===== config.mk =====
export PLATFORM = sky130hd
export DESIGN_NAME = bst_swap_ctrl
export DESIGN_NICKNAME = d
export VERILOG_FILES = /design/src/bst_pkg.sv /design/src/bst_swap_ctrl.sv
export VERILOG_INCLUDE_DIRS = /design/src
export SDC_FILE = /design/constraint.sdc
export NUM_CORES = 1
export LEC_CHECK = 0
export BUFFER_PORTS_ARGS = -buffer_cell sky130_fd_sc_hd__buf_2
export CAP_MARGIN = 20
export CORE_MARGIN = 8
export CORE_UTILIZATION = 52
export CTS_BUF_LIST = sky130_fd_sc_hd__clkbuf_4 sky130_fd_sc_hd__clkbuf_8
export CTS_CLUSTER_SIZE = 30
export DETAILED_ROUTE_END_ITERATION = 6
export GPL_TIMING_DRIVEN = 0
export PLACE_DENSITY = 0.91
export RECOVER_POWER = 100
export SLEW_MARGIN = 5
export SYNTH_ARGS = -nofsm -noshare
export SYNTH_HDL_FRONTEND = slang
export SYNTH_SLANG_ARGS = --single-unit

===== constraint.sdc =====
create_clock -name clk_i -period 2.7 [get_ports clk_i]
set_clock_uncertainty 0.1 [all_clocks]
set_input_delay 0.405 -clock clk_i [delete_from_list [all_inputs] [get_ports clk_i]]
set_output_delay 0.405 -clock clk_i [all_outputs]
set_load 0.1 [all_outputs]

===== src/bst_params.svh =====
`ifndef BST_PARAMS_SVH
`define BST_PARAMS_SVH

// ---------------------------------------------------------------
// register offsets (byte addresses are four times the index)
// ---------------------------------------------------------------
`define BST_IDX_TRIM_C 12'h080
`define BST_IDX_TRIM_D 12'h081
`define BST_IDX_OVERLAP 12'h09A
`define BST_IDX_STEER 12'h09B
`define BST_IDX_CTRL 12'h0A0
`define BST_IDX_STATUS 12'h0A1

// ---------------------------------------------------------------
// fields and reset values
// ---------------------------------------------------------------
`define BST_DLY_MSB 4
`define BST_OVERLAP_RST 5'h08
`define BST_STEER_RST 5'h07
`define BST_OVERLAP_BASE 7'h04
`define BST_CTRL_CAL_EN 0

`endif


===== src/bst_pkg.sv =====
package bst_pkg;
  typedef enum logic [1:0] {BST_IDLE, BST_OVERLAP} bst_state_t;
  typedef struct packed {
    logic [6:0] overlap_len;
    logic [5:0] steer_at;
  } bst_timing_t;
  typedef struct packed {
    logic busy;
    logic core_sel;
    logic steer_sel;
  } bst_swap_out_t;
endpackage : bst_pkg


===== src/bst_swap_ctrl.sv =====
// The APB register port was chosen for this implementation.
`include "bst_params.svh"
`timescale 1ns/10ps
`default_nettype none

module bst_swap_ctrl (
  input wire logic clk_i,
  input wire logic nrst_i,
  input wire logic psel_i,
  input wire logic penable_i,
  input wire logic pwrite_i,
  input wire logic [13:0] paddr_i,
  input wire logic [31:0] pwdata_i,
  output logic [31:0] prdata_o,
  output logic pready_o,
  output logic pslverr_o,
  input wire logic [7:0] fuse_trim_c_i,
  input wire logic [7:0] fuse_trim_d_i,
  input wire logic swap_req_i,
  output logic [7:0] trim_c_o,
  output logic [7:0] trim_d_o,
  output logic cal_en_o,
  output bst_pkg::bst_swap_out_t swap_o
);
  import bst_pkg::*;

  // ---------------------------------------------------------------
  // helpers
  // ---------------------------------------------------------------
  function automatic logic [11:0] word_idx(input logic [13:0] a);
    return a[13:2];
  endfunction : word_idx

  function automatic logic [31:0] zext8(input logic [7:0] v);
    return {24'h000000, v};
  endfunction : zext8

  // ---------------------------------------------------------------
  // apb register file
  // ---------------------------------------------------------------
  logic [7:0] trim_c_q, trim_c_d;
  logic [7:0] trim_d_q, trim_d_d;
  logic [4:0] overlap_q, overlap_d;
  logic [4:0] steer_q, steer_d;
  logic cal_en_q, cal_en_d;
  logic fuse_load_q, fuse_load_d;
  logic [31:0] prdata_q, prdata_d;
  logic pready_q, pready_d;
  logic pslverr_q, pslverr_d;
  logic [7:0] fuse_c_s1_q, fuse_c_s2_q, fuse_d_s1_q, fuse_d_s2_q;
  logic req_s1_q, req_s2_q;
  bst_state_t state_q, state_d;
  logic [6:0] cnt_q, cnt_d;
  bst_swap_out_t swap_q, swap_d;

  logic access, wr, hit;
  logic [11:0] idx;

  always_comb begin
    access = psel_i && penable_i && !pready_q;
    // write commits on the edge at which the master samples pready high
    wr = psel_i && penable_i && pready_q && pwrite_i;
    idx = word_idx(paddr_i);
    trim_c_d = trim_c_q;
    trim_d_d = trim_d_q;
    overlap_d = overlap_q;
    steer_d = steer_q;
    cal_en_d = cal_en_q;
    fuse_load_d = 1'b0;
    prdata_d = 32'h00000000;
    pready_d = access;
    pslverr_d = 1'b0;
    hit = 1'b1;
    // trims take the fused value on the cycle after reset release
    if (fuse_load_q) begin
      trim_c_d = fuse_c_s2_q;
      trim_d_d = fuse_d_s2_q;
    end
    case (idx)
      `BST_IDX_TRIM_C: begin
        prdata_d = zext8(trim_c_q);
        if (wr) trim_c_d = pwdata_i[7:0];
      end
      `BST_IDX_TRIM_D: begin
        prdata_d = zext8(trim_d_q);
        if (wr) trim_d_d = pwdata_i[7:0];
      end
      `BST_IDX_OVERLAP: begin
        prdata_d = zext8({3'h0, overlap_q});
        if (wr) overlap_d = pwdata_i[`BST_DLY_MSB:0];
      end
      `BST_IDX_STEER: begin
        prdata_d = zext8({3'h0, steer_q});
        if (wr) steer_d = pwdata_i[`BST_DLY_MSB:0];
      end
      `BST_IDX_CTRL: begin
        prdata_d = {31'h00000000, cal_en_q};
        if (wr) cal_en_d = pwdata_i[`BST_CTRL_CAL_EN];
      end
      `BST_IDX_STATUS: begin
        prdata_d = {29'h00000000, swap_q.busy, swap_q.core_sel, swap_q.steer_sel};
      end
      default: begin
        hit = 1'b0;
      end
    endcase
    if (access && !hit) pslverr_d = 1'b1;
    if (!access) prdata_d = 32'h00000000;
  end

  always_ff @(posedge clk_i) begin
    fuse_c_s1_q <= fuse_trim_c_i;
    fuse_c_s2_q <= fuse_c_s1_q;
    fuse_d_s1_q <= fuse_trim_d_i;
    fuse_d_s2_q <= fuse_d_s1_q;
    req_s1_q <= swap_req_i;
    req_s2_q <= req_s1_q;
    if (!nrst_i) begin
      trim_c_q <= 8'h00;
      trim_d_q <= 8'h00;
      overlap_q <= `BST_OVERLAP_RST;
      steer_q <= `BST_STEER_RST;
      cal_en_q <= 1'b0;
      fuse_load_q <= 1'b1;
      prdata_q <= 32'h00000000;
      pready_q <= 1'b0;
      pslverr_q <= 1'b0;
    end else begin
      trim_c_q <= trim_c_d;
      trim_d_q <= trim_d_d;
      overlap_q <= overlap_d;
      steer_q <= steer_d;
      cal_en_q <= cal_en_d;
      fuse_load_q <= fuse_load_d;
      prdata_q <= prdata_d;
      pready_q <= pready_d;
      pslverr_q <= pslverr_d;
    end
  end

  // ---------------------------------------------------------------
  // swap sequencer
  // ---------------------------------------------------------------
  bst_timing_t tim;
  logic core_cur_q, core_cur_d;

  always_comb begin
    tim.overlap_len = `BST_OVERLAP_BASE + {1'b0, overlap_q, 1'b0};
    tim.steer_at = {1'b0, steer_q};
    state_d = state_q;
    cnt_d = cnt_q;
    core_cur_d = core_cur_q;
    swap_d = swap_q;
    case (state_q)
      BST_IDLE: begin
        swap_d.busy = 1'b0;
        swap_d.core_sel = core_cur_q;
        swap_d.steer_sel = core_cur_q;
        // swaps only start while calibration is enabled
        if (req_s2_q && cal_en_q) begin
          state_d = BST_OVERLAP;
          cnt_d = 7'h00;
          swap_d.busy = 1'b1;
          swap_d.core_sel = !core_cur_q;
        end
      end
      BST_OVERLAP: begin
        cnt_d = cnt_q + 7'h01;
        // steer select moves the programmed delay plus one cycle after overlap start,
        // clamped to the last busy cycle so it never lands outside the swap
        if (cnt_q == {1'b0, tim.steer_at} || cnt_q == tim.overlap_len - 7'h02) begin
          swap_d.steer_sel = !core_cur_q;
        end
        if (cnt_q == tim.overlap_len - 7'h01) begin
          state_d = BST_IDLE;
          swap_d.busy = 1'b0;
          core_cur_d = !core_cur_q;
        end
      end
      default: begin
        state_d = BST_IDLE;
      end
    endcase
  end

  always_ff @(posedge clk_i) begin
    if (!nrst_i) begin
      state_q <= BST_IDLE;
      cnt_q <= 7'h00;
      core_cur_q <= 1'b0;
      swap_q <= '0;
    end else begin
      state_q <= state_d;
      cnt_q <= cnt_d;
      core_cur_q <= core_cur_d;
      swap_q <= swap_d;
    end
  end

  assign prdata_o = prdata_q;
  assign pready_o = pready_q;
  assign pslverr_o = pslverr_q;
  assign trim_c_o = trim_c_q;
  assign trim_d_o = trim_d_q;
  assign cal_en_o = cal_en_q;
  assign swap_o = swap_q;

  // ---------------------------------------------------------------
  // checks
  // ---------------------------------------------------------------
  logic [6:0] busy_cnt_q;
  always_ff @(posedge clk_i) begin
    if (!nrst_i || !swap_q.busy) busy_cnt_q <= 7'h00;
    else busy_cnt_q <= busy_cnt_q + 7'h01;
  end

  overlap_length_a: assert property (@(posedge clk_i) disable iff (!nrst_i)
    $fell(swap_q.busy) |-> busy_cnt_q == `BST_OVERLAP_BASE + {1'b0, overlap_q, 1'b0})
    else $error("overlap length wrong");
  overlap_reset_a: assert property (@(posedge clk_i)
    !nrst_i |=> overlap_q == `BST_OVERLAP_RST)
    else $error("overlap reset value wrong");
  overlap_write_a: assert property (@(posedge clk_i) disable iff (!nrst_i)
    wr && idx == `BST_IDX_OVERLAP |=> overlap_q == $past(pwdata_i[4:0]))
    else $error("overlap write lost");
  steer_reset_a: assert property (@(posedge clk_i)
    !nrst_i |=> steer_q == `BST_STEER_RST)
    else $error("steer reset value wrong");
  steer_only_swap_a: assert property (@(posedge clk_i) disable iff (!nrst_i)
    $changed(swap_q.steer_sel) |-> $past(state_q) == BST_OVERLAP)
    else $error("steer moved outside swap");
  steer_inside_a: assert property (@(posedge clk_i) disable iff (!nrst_i)
    $changed(swap_q.steer_sel) |-> swap_q.steer_sel == swap_q.core_sel)
    else $error("steer not toward new core");
  trim_c_fuse_a: assert property (@(posedge clk_i)
    !nrst_i ##1 nrst_i |=> trim_c_q == $past(fuse_c_s2_q))
    else $error("trim c not fused");
  trim_d_fuse_a: assert property (@(posedge clk_i)
    !nrst_i ##1 nrst_i |=> trim_d_q == $past(fuse_d_s2_q))
    else $error("trim d not fused");

  // ---------------------------------------------------------------
  // register access checks
  // ---------------------------------------------------------------
  steer_write_a: assert property (@(posedge clk_i) disable iff (!nrst_i)
    wr && idx == `BST_IDX_STEER |=> steer_q == $past(pwdata_i[`BST_DLY_MSB:0]))
    else $error("steer write lost");
  trim_c_write_a: assert property (@(posedge clk_i) disable iff (!nrst_i)
    wr && idx == `BST_IDX_TRIM_C |=> trim_c_q == $past(pwdata_i[7:0]))
    else $error("trim c write lost");
  trim_d_write_a: assert property (@(posedge clk_i) disable iff (!nrst_i)
    wr && idx == `BST_IDX_TRIM_D |=> trim_d_q == $past(pwdata_i[7:0]))
    else $error("trim d write lost");
  cal_write_a: assert property (@(posedge clk_i) disable iff (!nrst_i)
    wr && idx == `BST_IDX_CTRL |=> cal_en_q == $past(pwdata_i[`BST_CTRL_CAL_EN]))
    else $error("cal enable write lost");
  trim_c_read_a: assert property (@(posedge clk_i) disable iff (!nrst_i)
    access && idx == `BST_IDX_TRIM_C |=> prdata_q == {24'h000000, $past(trim_c_q)})
    else $error("trim c read wrong");
  trim_d_read_a: assert property (@(posedge clk_i) disable iff (!nrst_i)
    access && idx == `BST_IDX_TRIM_D |=> prdata_q == {24'h000000, $past(trim_d_q)})
    else $error("trim d read wrong");
  overlap_read_a: assert property (@(posedge clk_i) disable iff (!nrst_i)
    access && idx == `BST_IDX_OVERLAP |=> prdata_q == {27'h0000000, $past(overlap_q)})
    else $error("overlap read wrong");
  steer_read_a: assert property (@(posedge clk_i) disable iff (!nrst_i)
    access && idx == `BST_IDX_STEER |=> prdata_q == {27'h0000000, $past(steer_q)})
    else $error("steer read wrong");
  ready_pulse_a: assert property (@(posedge clk_i) disable iff (!nrst_i)
    pready_q |=> !pready_q)
    else $error("ready longer than one cycle");
  unmapped_err_a: assert property (@(posedge clk_i) disable iff (!nrst_i)
    access && !hit |=> pslverr_q && prdata_q == 32'h00000000)
    else $error("unmapped access not refused");

  // ---------------------------------------------------------------
  // swap sequencer checks
  // ---------------------------------------------------------------
  swap_start_a: assert property (@(posedge clk_i) disable iff (!nrst_i)
    state_q == BST_IDLE && req_s2_q && cal_en_q |=> swap_q.busy && swap_q.core_sel != $past(core_cur_q))
    else $error("swap did not start");
  swap_gate_a: assert property (@(posedge clk_i) disable iff (!nrst_i)
    state_q == BST_IDLE && !cal_en_q |=> !swap_q.busy)
    else $error("swap started while calibration off");
  steer_time_a: assert property (@(posedge clk_i) disable iff (!nrst_i)
    state_q == BST_OVERLAP && cnt_q == {2'b00, steer_q} |=> swap_q.steer_sel == swap_q.core_sel)
    else $error("steer select late");
  steer_in_swap_a: assert property (@(posedge clk_i) disable iff (!nrst_i)
    $changed(swap_q.steer_sel) |-> swap_q.busy)
    else $error("steer select moved outside busy");
  overlap_end_a: assert property (@(posedge clk_i) disable iff (!nrst_i)
    state_q == BST_OVERLAP && cnt_q == `BST_OVERLAP_BASE + {1'b0, overlap_q, 1'b0} - 7'h01 |=> !swap_q.busy)
    else $error("overlap did not end");
  cnt_bound_a: assert property (@(posedge clk_i) disable iff (!nrst_i)
    state_q == BST_OVERLAP |-> cnt_q < `BST_OVERLAP_BASE + {1'b0, overlap_q, 1'b0})
    else $error("overlap counter ran past end");

endmodule : bst_swap_ctrl
`default_nettype wire


# After elaboration in Yosys (flattened, before gate mapping)
# Index checks and enable logic that the tools add are counted.
# totals
word_cells	80
output_inout_bits	54
reg_bits	109
input_bits	68
# classes
reduce_logical	22
add_sub_neg	4
mux	20
eq_ne	13
# op_table
op	count
$eq A12 B8 Y1 const B	6
$mux W8	6
$pmux W8 S6	1
$reduce_and A2 Y1	9
$eq A7 B7 Y1	2
$pmux W7 S2	1
$add A3 B6 Y7 const A	1
$add A7 B1 Y7 const B	1
$eq A7 B5 Y1	1
$mux W7	1
$sub A7 B1 Y7 const B	1
$sub A7 B2 Y7 const B	1
$logic_and A1 B1 Y1	6
$mux W2	3
$ne A2 B2 Y1 const B	3
$reduce_or A6 Y1	1
$mux W1	5
$pmux W1 S2	2
$pmux W2 S2	1
$logic_not A1 Y1	3
$eq A2 B1 Y1 const B	1
$logic_not A2 Y1	1
$reduce_bool A2 Y1	1
$logic_or A1 B1 Y1	1

# Depth between registers and ports, before layout
# Gate-level depths: netlist of the first run.
# logic_depth
depth_word	6
depth_mapped	9
mapped_depth_nobuf	9

# Worst setup path after synthesis of the first run
# Ideal clock, no wire load.
# synth_path
path_type	register to register
start	register pready_q (netlist: pready_o)
end	register trim_d_q[5] (netlist: trim_d_o[5])
required_time_ns	2.460
setup_ns	0.140
path_buffers	2
arrival_time_ns	2.114
stages_incl_launch_ff	7
slack_ns	0.346
period_less_slack_ns	2.354
path_cell_list	dfxtp_1 > nand4_1 > or3_1 > buf_6 > buf_8 > nor2_2 > a211oi_2
# synth_between
elab_chain_len	4
# synth_rtl
element	line	source
start: declaration	bst_swap_ctrl.sv:48	logic pready_q, pready_d;
start signal: assignment	bst_swap_ctrl.sv:136	pready_q <= pready_d;
$logic_and A1 B1 Y1 (2 in a row)	bst_swap_ctrl.sv:62	wr = psel_i && penable_i && pready_q && pwrite_i;
$mux W8	bst_swap_ctrl.sv:86	if (wr) trim_d_d = pwdata_i[7:0];
$mux W8	bst_swap_ctrl.sv:79	case (idx)
end signal: assignment	bst_swap_ctrl.sv:130	trim_d_q <= trim_d_d;
end: declaration	bst_swap_ctrl.sv:42	logic [7:0] trim_d_q, trim_d_d;
# Every way passes these cells.
# A chain may end at the register's enable or synchronous reset.

# Worst setup path after layout of the first run
# layout_path
start	register overlap_q[1]
end	register swap_q (netlist bit swap_o[2])
# layout_between
elab_chain_len	5
# layout_rtl
element	line	source
start: declaration	bst_swap_ctrl.sv:43	logic [4:0] overlap_q, overlap_d;
start signal: assignment	bst_swap_ctrl.sv:121	overlap_q <= `BST_OVERLAP_RST;
start signal: assignment	bst_swap_ctrl.sv:131	overlap_q <= overlap_d;
$add A3 B6 Y7 (no line)	n/a	
$sub A7 B1 Y7	bst_swap_ctrl.sv:174	if (cnt_q == tim.overlap_len - 7'h01) begin
$eq A7 B7 Y1	bst_swap_ctrl.sv:174	
$ne A2 B2 Y1 (no line)	n/a	
$reduce_and A2 Y1 (no line)	n/a	
end signal: assignment	bst_swap_ctrl.sv:196	swap_q <= swap_d;
end: declaration	bst_swap_ctrl.sv:54	bst_swap_out_t swap_q, swap_d;
# Every way passes these cells.

==> out/metrics.cfg, run 1 <==
[synth]
synth_cell_types = 51
synth_seq_cells = 84
synth-edff-count = 0
synthCells = 349
netlist_area_mm2 = 0.00355
yosysSeqAreaShare = 0.474
synthFlopType = dfxtp_1
async_flop_share = 0
synth-warning-count = 0
avgSynthCellArea_um2 = 10.2

[finish]
drive_gt1_frac = 0.215
antenna_cells = 0
area_growth_pct = 18.4
instances_no_fill = 536
postLayoutCellArea_mm2 = 0.00420
layout_commonest_cell = dfxtp_1
layout_common_cells = 84 x dfxtp_1, 46 x clkbuf_1, 42 x buf_2
final_nets = 523

[clock_network]
cts_made_buffers = 9
ctsHoldBuffers = 0
cts_setup_buffers = 0
clock-sinks = 84
cts_tree = yes
cts_resized = 0
clk_path_buf_depth = 2
insertion_delay_ns = 0.35
clk_pin_slew_ns = 0.09
root_buffer = clkbuf_8
cts.htree.levels = 3

[timing]
hold_viol = 0
timing.hold.ws_ns = 0.0335
maxSlewViolCount = 0
setup_violations = 0
rsz0062_at_grt = false
tns_ns = 0
clock.fmax_ghz = 0.414
finalCritPeriodShare = 0.895
period_needed_ns = 2.42
tightest_slew_ns = 1.23
max_slew_margin = 0.172

[placed_design]
placed_cell_area_mm2 = 0.00408
place_congestion = 0.849
port_buffers = 68
dpl.hpwl_um = 6450
placed_cells = 520

[worst_hold_path]
hp-class = in -> reg

[route]
wl_um = 8490
drt-pass1-iter-count = 4
ant_nets = 0
avgRoutedWirePerCell_um = 15.8
drc_errors = 0
drtIter0Drc = 185
via_count = 2764
vias_per_cell = 5.16

[setup_path]
arrival_ns = 2.54
cp-start-kind = flip-flop
critPathMaxStageDelay_ns = 0.37
cp_common_cell = a21oi_1
worstPathRequired_ns = 2.83
crit_path_end_kind = flip-flop
cp.buffers_inverters = 1
crit_family = XOR/XNOR gates
crit_fanout = 7
critical_path_class = reg -> reg
critical_path.cell_chain = ha_1 -> buf_2 -> xnor2_1 -> xnor3_1 -> nor3_1 -> nand3_1 -> a21oi_1 -> nand3b_1 -> a21oi_1
slowest_stage = dfxtp_1

[grt]
grt-busiest-layer = met2
grt_pass1_vias = 2801
antenna_found_initial = 0
grt_util_met3 = 0.0536
grt_usage = 0.174
grt_overflow = 0
grtUsageMet2 = 0.313
grt_max_degree = 17
grt_pass1_wl_um = 13600
met1_usage = 0.178

[floorplan]
die_h_um = 98.6
start_util = 0.528
die_area_mm2 = 0.00973
pin_count = 122
rows = 30
core_mm2 = 0.00672
die_x_um = 98.6

[pwr]
leakage_nw = 1.81
irDropWorstVdd_uv = 663
power_density_mw_per_mm2 = 670
p_clk_frac = 0.392
seqPwrFrac = 0.462
p_total_w = 0.00282
p_sw_w = 0.000825
swShare = 0.293
pwr-share-comb = 0.146
p_int_w = 0.00199

[status]
status = completed

[job]
cap_viol_max_count = 0

-- cell usage after synthesis (all sizes together) (4+ instances only) --
master  number  area, um2
dfxtp       84       1680
nor2        40        158
mux2i       35        350
buf         32        235
nand2       26       97.6
a211oi      17        168
xnor2       13        121
clkbuf      12       45.0
nand3        9       57.6
a21oi        8       43.8
inv          7       26.3
mux2         7       78.8
nand4        5       31.3
o21ai        5       25.0
ha           4       50.1
nor4         4       55.1
or3          4       25.0
-- power by group through the flow --
stage	Sequential, W	Clock, W	Combinational [W]
after global placement	0.00133	0	0.000413
after CTS	0.00130	0.00112	0.000419
after detailed placement	0.00133	0	0.000417
after global routing	0.00131	0.00116	0.000427
after floorplan	0.00143	0	0.000239
final	0.00130	0.00110	0.000411
-- registers in the layout, indices dropped and copies added (netlist names) --
register / cells
fuse_c_s1_q: 8
fuse_c_s2_q: 8
fuse_d_s1_q: 8
fuse_d_s2_q: 8
prdata_o: 8
trim_c_o: 8
trim_d_o: 8
cnt_q: 7
overlap_q: 5
steer_q: 5
swap_o: 3
cal_en_o: 1
core_cur_q: 1
fuse_load_q: 1
pready_o: 1
pslverr_o: 1
req_s1_q: 1
req_s2_q: 1
state_q: 1
-- layout make-up --
type                    count  area [um2]
plain buffers              44         262
clock buffers               9         124
clock inverters             7         128
fillers                   535        2510
inverters                   7        26.3
multi-input cells         237        1580
flip-flops and latches     84        1680
well taps                  80         100
repair buffers             68         302
-- logic make-up after synthesis --
kind of cell / Yosys count / synth area share
flops: 84 / 0.474
fa+ha+maj: 4 / 0.0141
mux: 43 / 0.127
simple gates: 104 / 0.150
other cells: 1 / 0.00106
compound gates: 45 / 0.0994
xor+xnor: 17 / 0.0479
buf+inv: 51 / 0.0864
-- metal layers --
metal | part of all wire | vias up
met1 | 0.39 | 1292
met5 | 0 | -
met4 | 0.024 | 0
li1 | - | 1368
met2 | 0.52 | 83
met3 | 0.064 | 21
-- through the flow --
step                setup WS (ns)  utilization
global route                0.162        0.626
floorplan                   0.346            -
global placement            0.463        0.607
CTS                         0.414        0.644
detailed placement          0.421        0.607
finish                      0.285        0.626
-- path summary, 6_finish.rpt --
check                            start                      to  slack (ns)  depth (start not counted)
max          overlap_q[1]$_SDFFE_PN0P_  swap_o[2]$_SDFFE_PN0P_        0.28                          9
min                   fuse_trim_c_i[5]  fuse_c_s1_q[5]$_DFF_P_        0.03                          1
max reg2reg  overlap_q[1]$_SDFFE_PN0P_  swap_o[2]$_SDFFE_PN0P_        0.28                          9
min reg2reg     fuse_c_s1_q[0]$_DFF_P_  fuse_c_s2_q[0]$_DFF_P_        0.23                          0
Power figures use the tool's default switching activity.
==> run 2, diff against run 1 <==
==> constraint.sdc (replaced) <==
create_clock -name clk_i -period 2.7 [get_ports clk_i]
set_clock_uncertainty 0.1 [all_clocks]
set_input_delay 0.54 -clock clk_i [delete_from_list [all_inputs] [get_ports clk_i]]
set_output_delay 0.54 -clock clk_i [all_outputs]
set_load 0.1 [all_outputs]
==> out/metrics.cfg, run 2 (synthesis gave the netlist of run 1 again) <==
[status]
status = completed

[grt]
grt_pass1_wl_um = 13600  ; unchanged
antenna_found_initial = 0  ; unchanged
grt_max_degree = 17  ; unchanged
grt_usage = 0.174  ; unchanged
grt_overflow = 0  ; unchanged
grt_pass1_vias = 2801  ; unchanged

[setup_path]
rrSetupSlack_ns = 0.27  ; about the same
reg2reg_to = swap_o[2]$_SDFFE_PN0P_
cp-start-kind = flip-flop
slowest_stage = dfxtp_1
critical_path.cell_chain = ha_1 -> buf_2 -> xnor2_1 -> xnor3_1 -> nor3_1 -> nand3_1 -> a21oi_1 -> nand3b_1 -> a21oi_1
critPathMaxStageDelay_ns = 0.38  ; about the same
arrival_ns = 2.55  ; about the same
critical_path_class = reg -> reg
critical_path.endpoint = swap_o[2]$_SDFFE_PN0P_
cp-startpoint = overlap_q[1]$_SDFFE_PN0P_
reg2reg_from = overlap_q[1]$_SDFFE_PN0P_
crit_fanout = 7  ; unchanged
worstPathRequired_ns = 2.83  ; about the same
cp_common_cell = a21oi_1
reg2regPathDepth = 9  ; unchanged
crit_path_end_kind = flip-flop

[clock_network]
clock-sinks = 84  ; unchanged
root_buffer = clkbuf_8
clk_pin_slew_ns = 0.09  ; about the same
cts_resized = 0  ; unchanged
cts_setup_buffers = 0  ; unchanged
ctsHoldBuffers = 0  ; unchanged
cts_tree = yes
cts.htree.levels = 3  ; unchanged
clk_path_buf_depth = 2  ; unchanged
insertion_delay_ns = 0.36  ; about the same
cts_made_buffers = 9  ; unchanged

[timing]
period_needed_ns = 2.43  ; +0.0124 ns
rsz0062_at_grt = false
setup_violations = 0  ; unchanged
finalCritPeriodShare = 0.899  ; +0.00460
timing.hold.ws_ns = 0.168  ; +0.135 ns
hold_viol = 0  ; unchanged
fin_ws_ns = 0.272  ; -0.0124 ns
maxSlewViolCount = 0  ; unchanged
tns_ns = 0  ; unchanged
clock.fmax_ghz = 0.412  ; -0.51%
tightest_slew_ns = 1.22  ; -0.0155 ns
max_slew_margin = 0.193  ; +0.0214

[pwr]
irDropWorstVdd_uv = 665  ; +0.24%
pwr-share-comb = 0.146  ; about the same
p_sw_w = 0.000825  ; about the same
p_clk_frac = 0.391  ; about the same
swShare = 0.293  ; about the same
leakage_nw = 1.82  ; +0.67%
p_int_w = 0.00199  ; about the same
power_density_mw_per_mm2 = 665  ; -0.73%
seqPwrFrac = 0.462  ; about the same

[finish]
drive_gt1_frac = 0.226  ; +0.0110
layout_common_cells = 84 x dfxtp_1, 44 x clkbuf_1, 43 x buf_2
final_nets = 523  ; unchanged
antenna_cells = 0  ; unchanged
postLayoutCellArea_mm2 = 0.00424  ; +0.74%
layout_commonest_cell = dfxtp_1
area_growth_pct = 19.3
final_core_util = 0.630  ; +0.00466

[floorplan]
pin_count = 122  ; unchanged
core_mm2 = 0.00672  ; unchanged
start_util = 0.528  ; unchanged
die_x_um = 98.6  ; unchanged
die_h_um = 98.6  ; unchanged
rows = 30  ; unchanged
die_area_mm2 = 0.00973  ; unchanged

[placed_design]
place_congestion = 0.849  ; unchanged
port_buffers = 68  ; unchanged
placed_cell_area_mm2 = 0.00408  ; unchanged
dpl.hpwl_um = 6450  ; unchanged
dp_slack_ns = 0.286  ; -0.135 ns

[worst_hold_path]
hp-class = in -> reg

[route]
avgRoutedWirePerCell_um = 15.9  ; +0.48%
vias_per_cell = 5.22  ; +1.2%
drc_errors = 0  ; unchanged
ant_nets = 0  ; unchanged
wl_um = 8530  ; +0.48%
drtIter0Drc = 138  ; -25%
via_count = 2797  ; +1.2%
drt-pass1-iter-count = 4  ; unchanged

[job]
cap_viol_max_count = 0  ; unchanged

[run 2: cell types whose count changed in the layout (fill, tap and decap cells not counted)]
| cell | change |
|---|---|
| nor3_1 | -1 |
| buf_8 | +1 |
| nor4_4 | -1 |
| a211oi_2 | +3 |
| a211oi_1 | -3 |
| buf_2 | +1 |
| nor3_2 | +1 |
| clkbuf_1 | -2 |
| nor2_2 | -2 |
| nor2_1 | +2 |
| nand3_1 | -1 |
| nor4_2 | +1 |
| nand3_4 | +1 |
[run 2: how the worst min path moves through the flow]
stage	from	endpoint	slack (ns)	cells past startpoint
CTS	fuse_trim_c_i[5]	fuse_c_s1_q[5]$_DFF_P_	0.15	1
finish	fuse_trim_c_i[5]	fuse_c_s1_q[5]$_DFF_P_	0.17	1
global placement	fuse_d_s1_q[6]$_DFF_P_	fuse_d_s2_q[6]$_DFF_P_	0.21	0
detailed placement	fuse_c_s1_q[1]$_DFF_P_	fuse_c_s2_q[1]$_DFF_P_	0.21	0
floorplan	fuse_c_s1_q[0]$_DFF_P_	fuse_c_s2_q[0]$_DFF_P_	0.21	0
global route	fuse_trim_d_i[6]	fuse_d_s1_q[6]$_DFF_P_	0.15	1
[run 2: stage by stage]
| step | power [W] | std cells |
|---|---|---|
| detailed placement | 0.00175 | 520 |
| global route | 0.00289 | 536 |
| finish | 0.00282 | 536 |
| global placement | 0.00174 | 520 |
| CTS | 0.00284 | 536 |
| floorplan | 0.00167 | 372 |
[run 2: area by class of cell]
cell class / count / area (um2)
Multi-Input combinational cell: 237 / 1600
Sequential cell: 84 / 1680
Timing Repair Buffer: 68 / 303
Fill cell: 531 / 2480
Buffer: 44 / 273
Clock buffer: 9 / 124
Tap cell: 80 / 100
Inverter: 7 / 26.3
Clock inverter: 7 / 128
[run 2: layer usage]
metal	part of all wire	wire [um]	vias to the layer above	track usage
met3	0.063	536	23	0.0536
met1	0.39	3320	1311	0.178
met5	0	0	-	0
met4	0.028	243	0	0.0874
met2	0.52	4430	102	0.313
li1	-	-	1361	-
[run 2: worst max-delay path, delay by kind of cell (launching register included)]
kind | cells | cell delay, ns
buffers and inverters | 1 | 0.16
AO/OA/AOI/OAI | 2 | 0.32
flip-flops | 1 | 0.38
AND/OR/NAND/NOR | 3 | 0.52
XOR/XNOR | 2 | 0.61
adder cells (fa/ha/maj) | 1 | 0.21
[run 2: power groups by stage]
stage               logic (W)  clock network, W  registers [W]
detailed placement   0.000417                 0        0.00133
global placement     0.000413                 0        0.00133
global route         0.000428           0.00116        0.00131
CTS                  0.000419           0.00112        0.00130
floorplan            0.000239                 0        0.00143
finish               0.000413           0.00110        0.00130
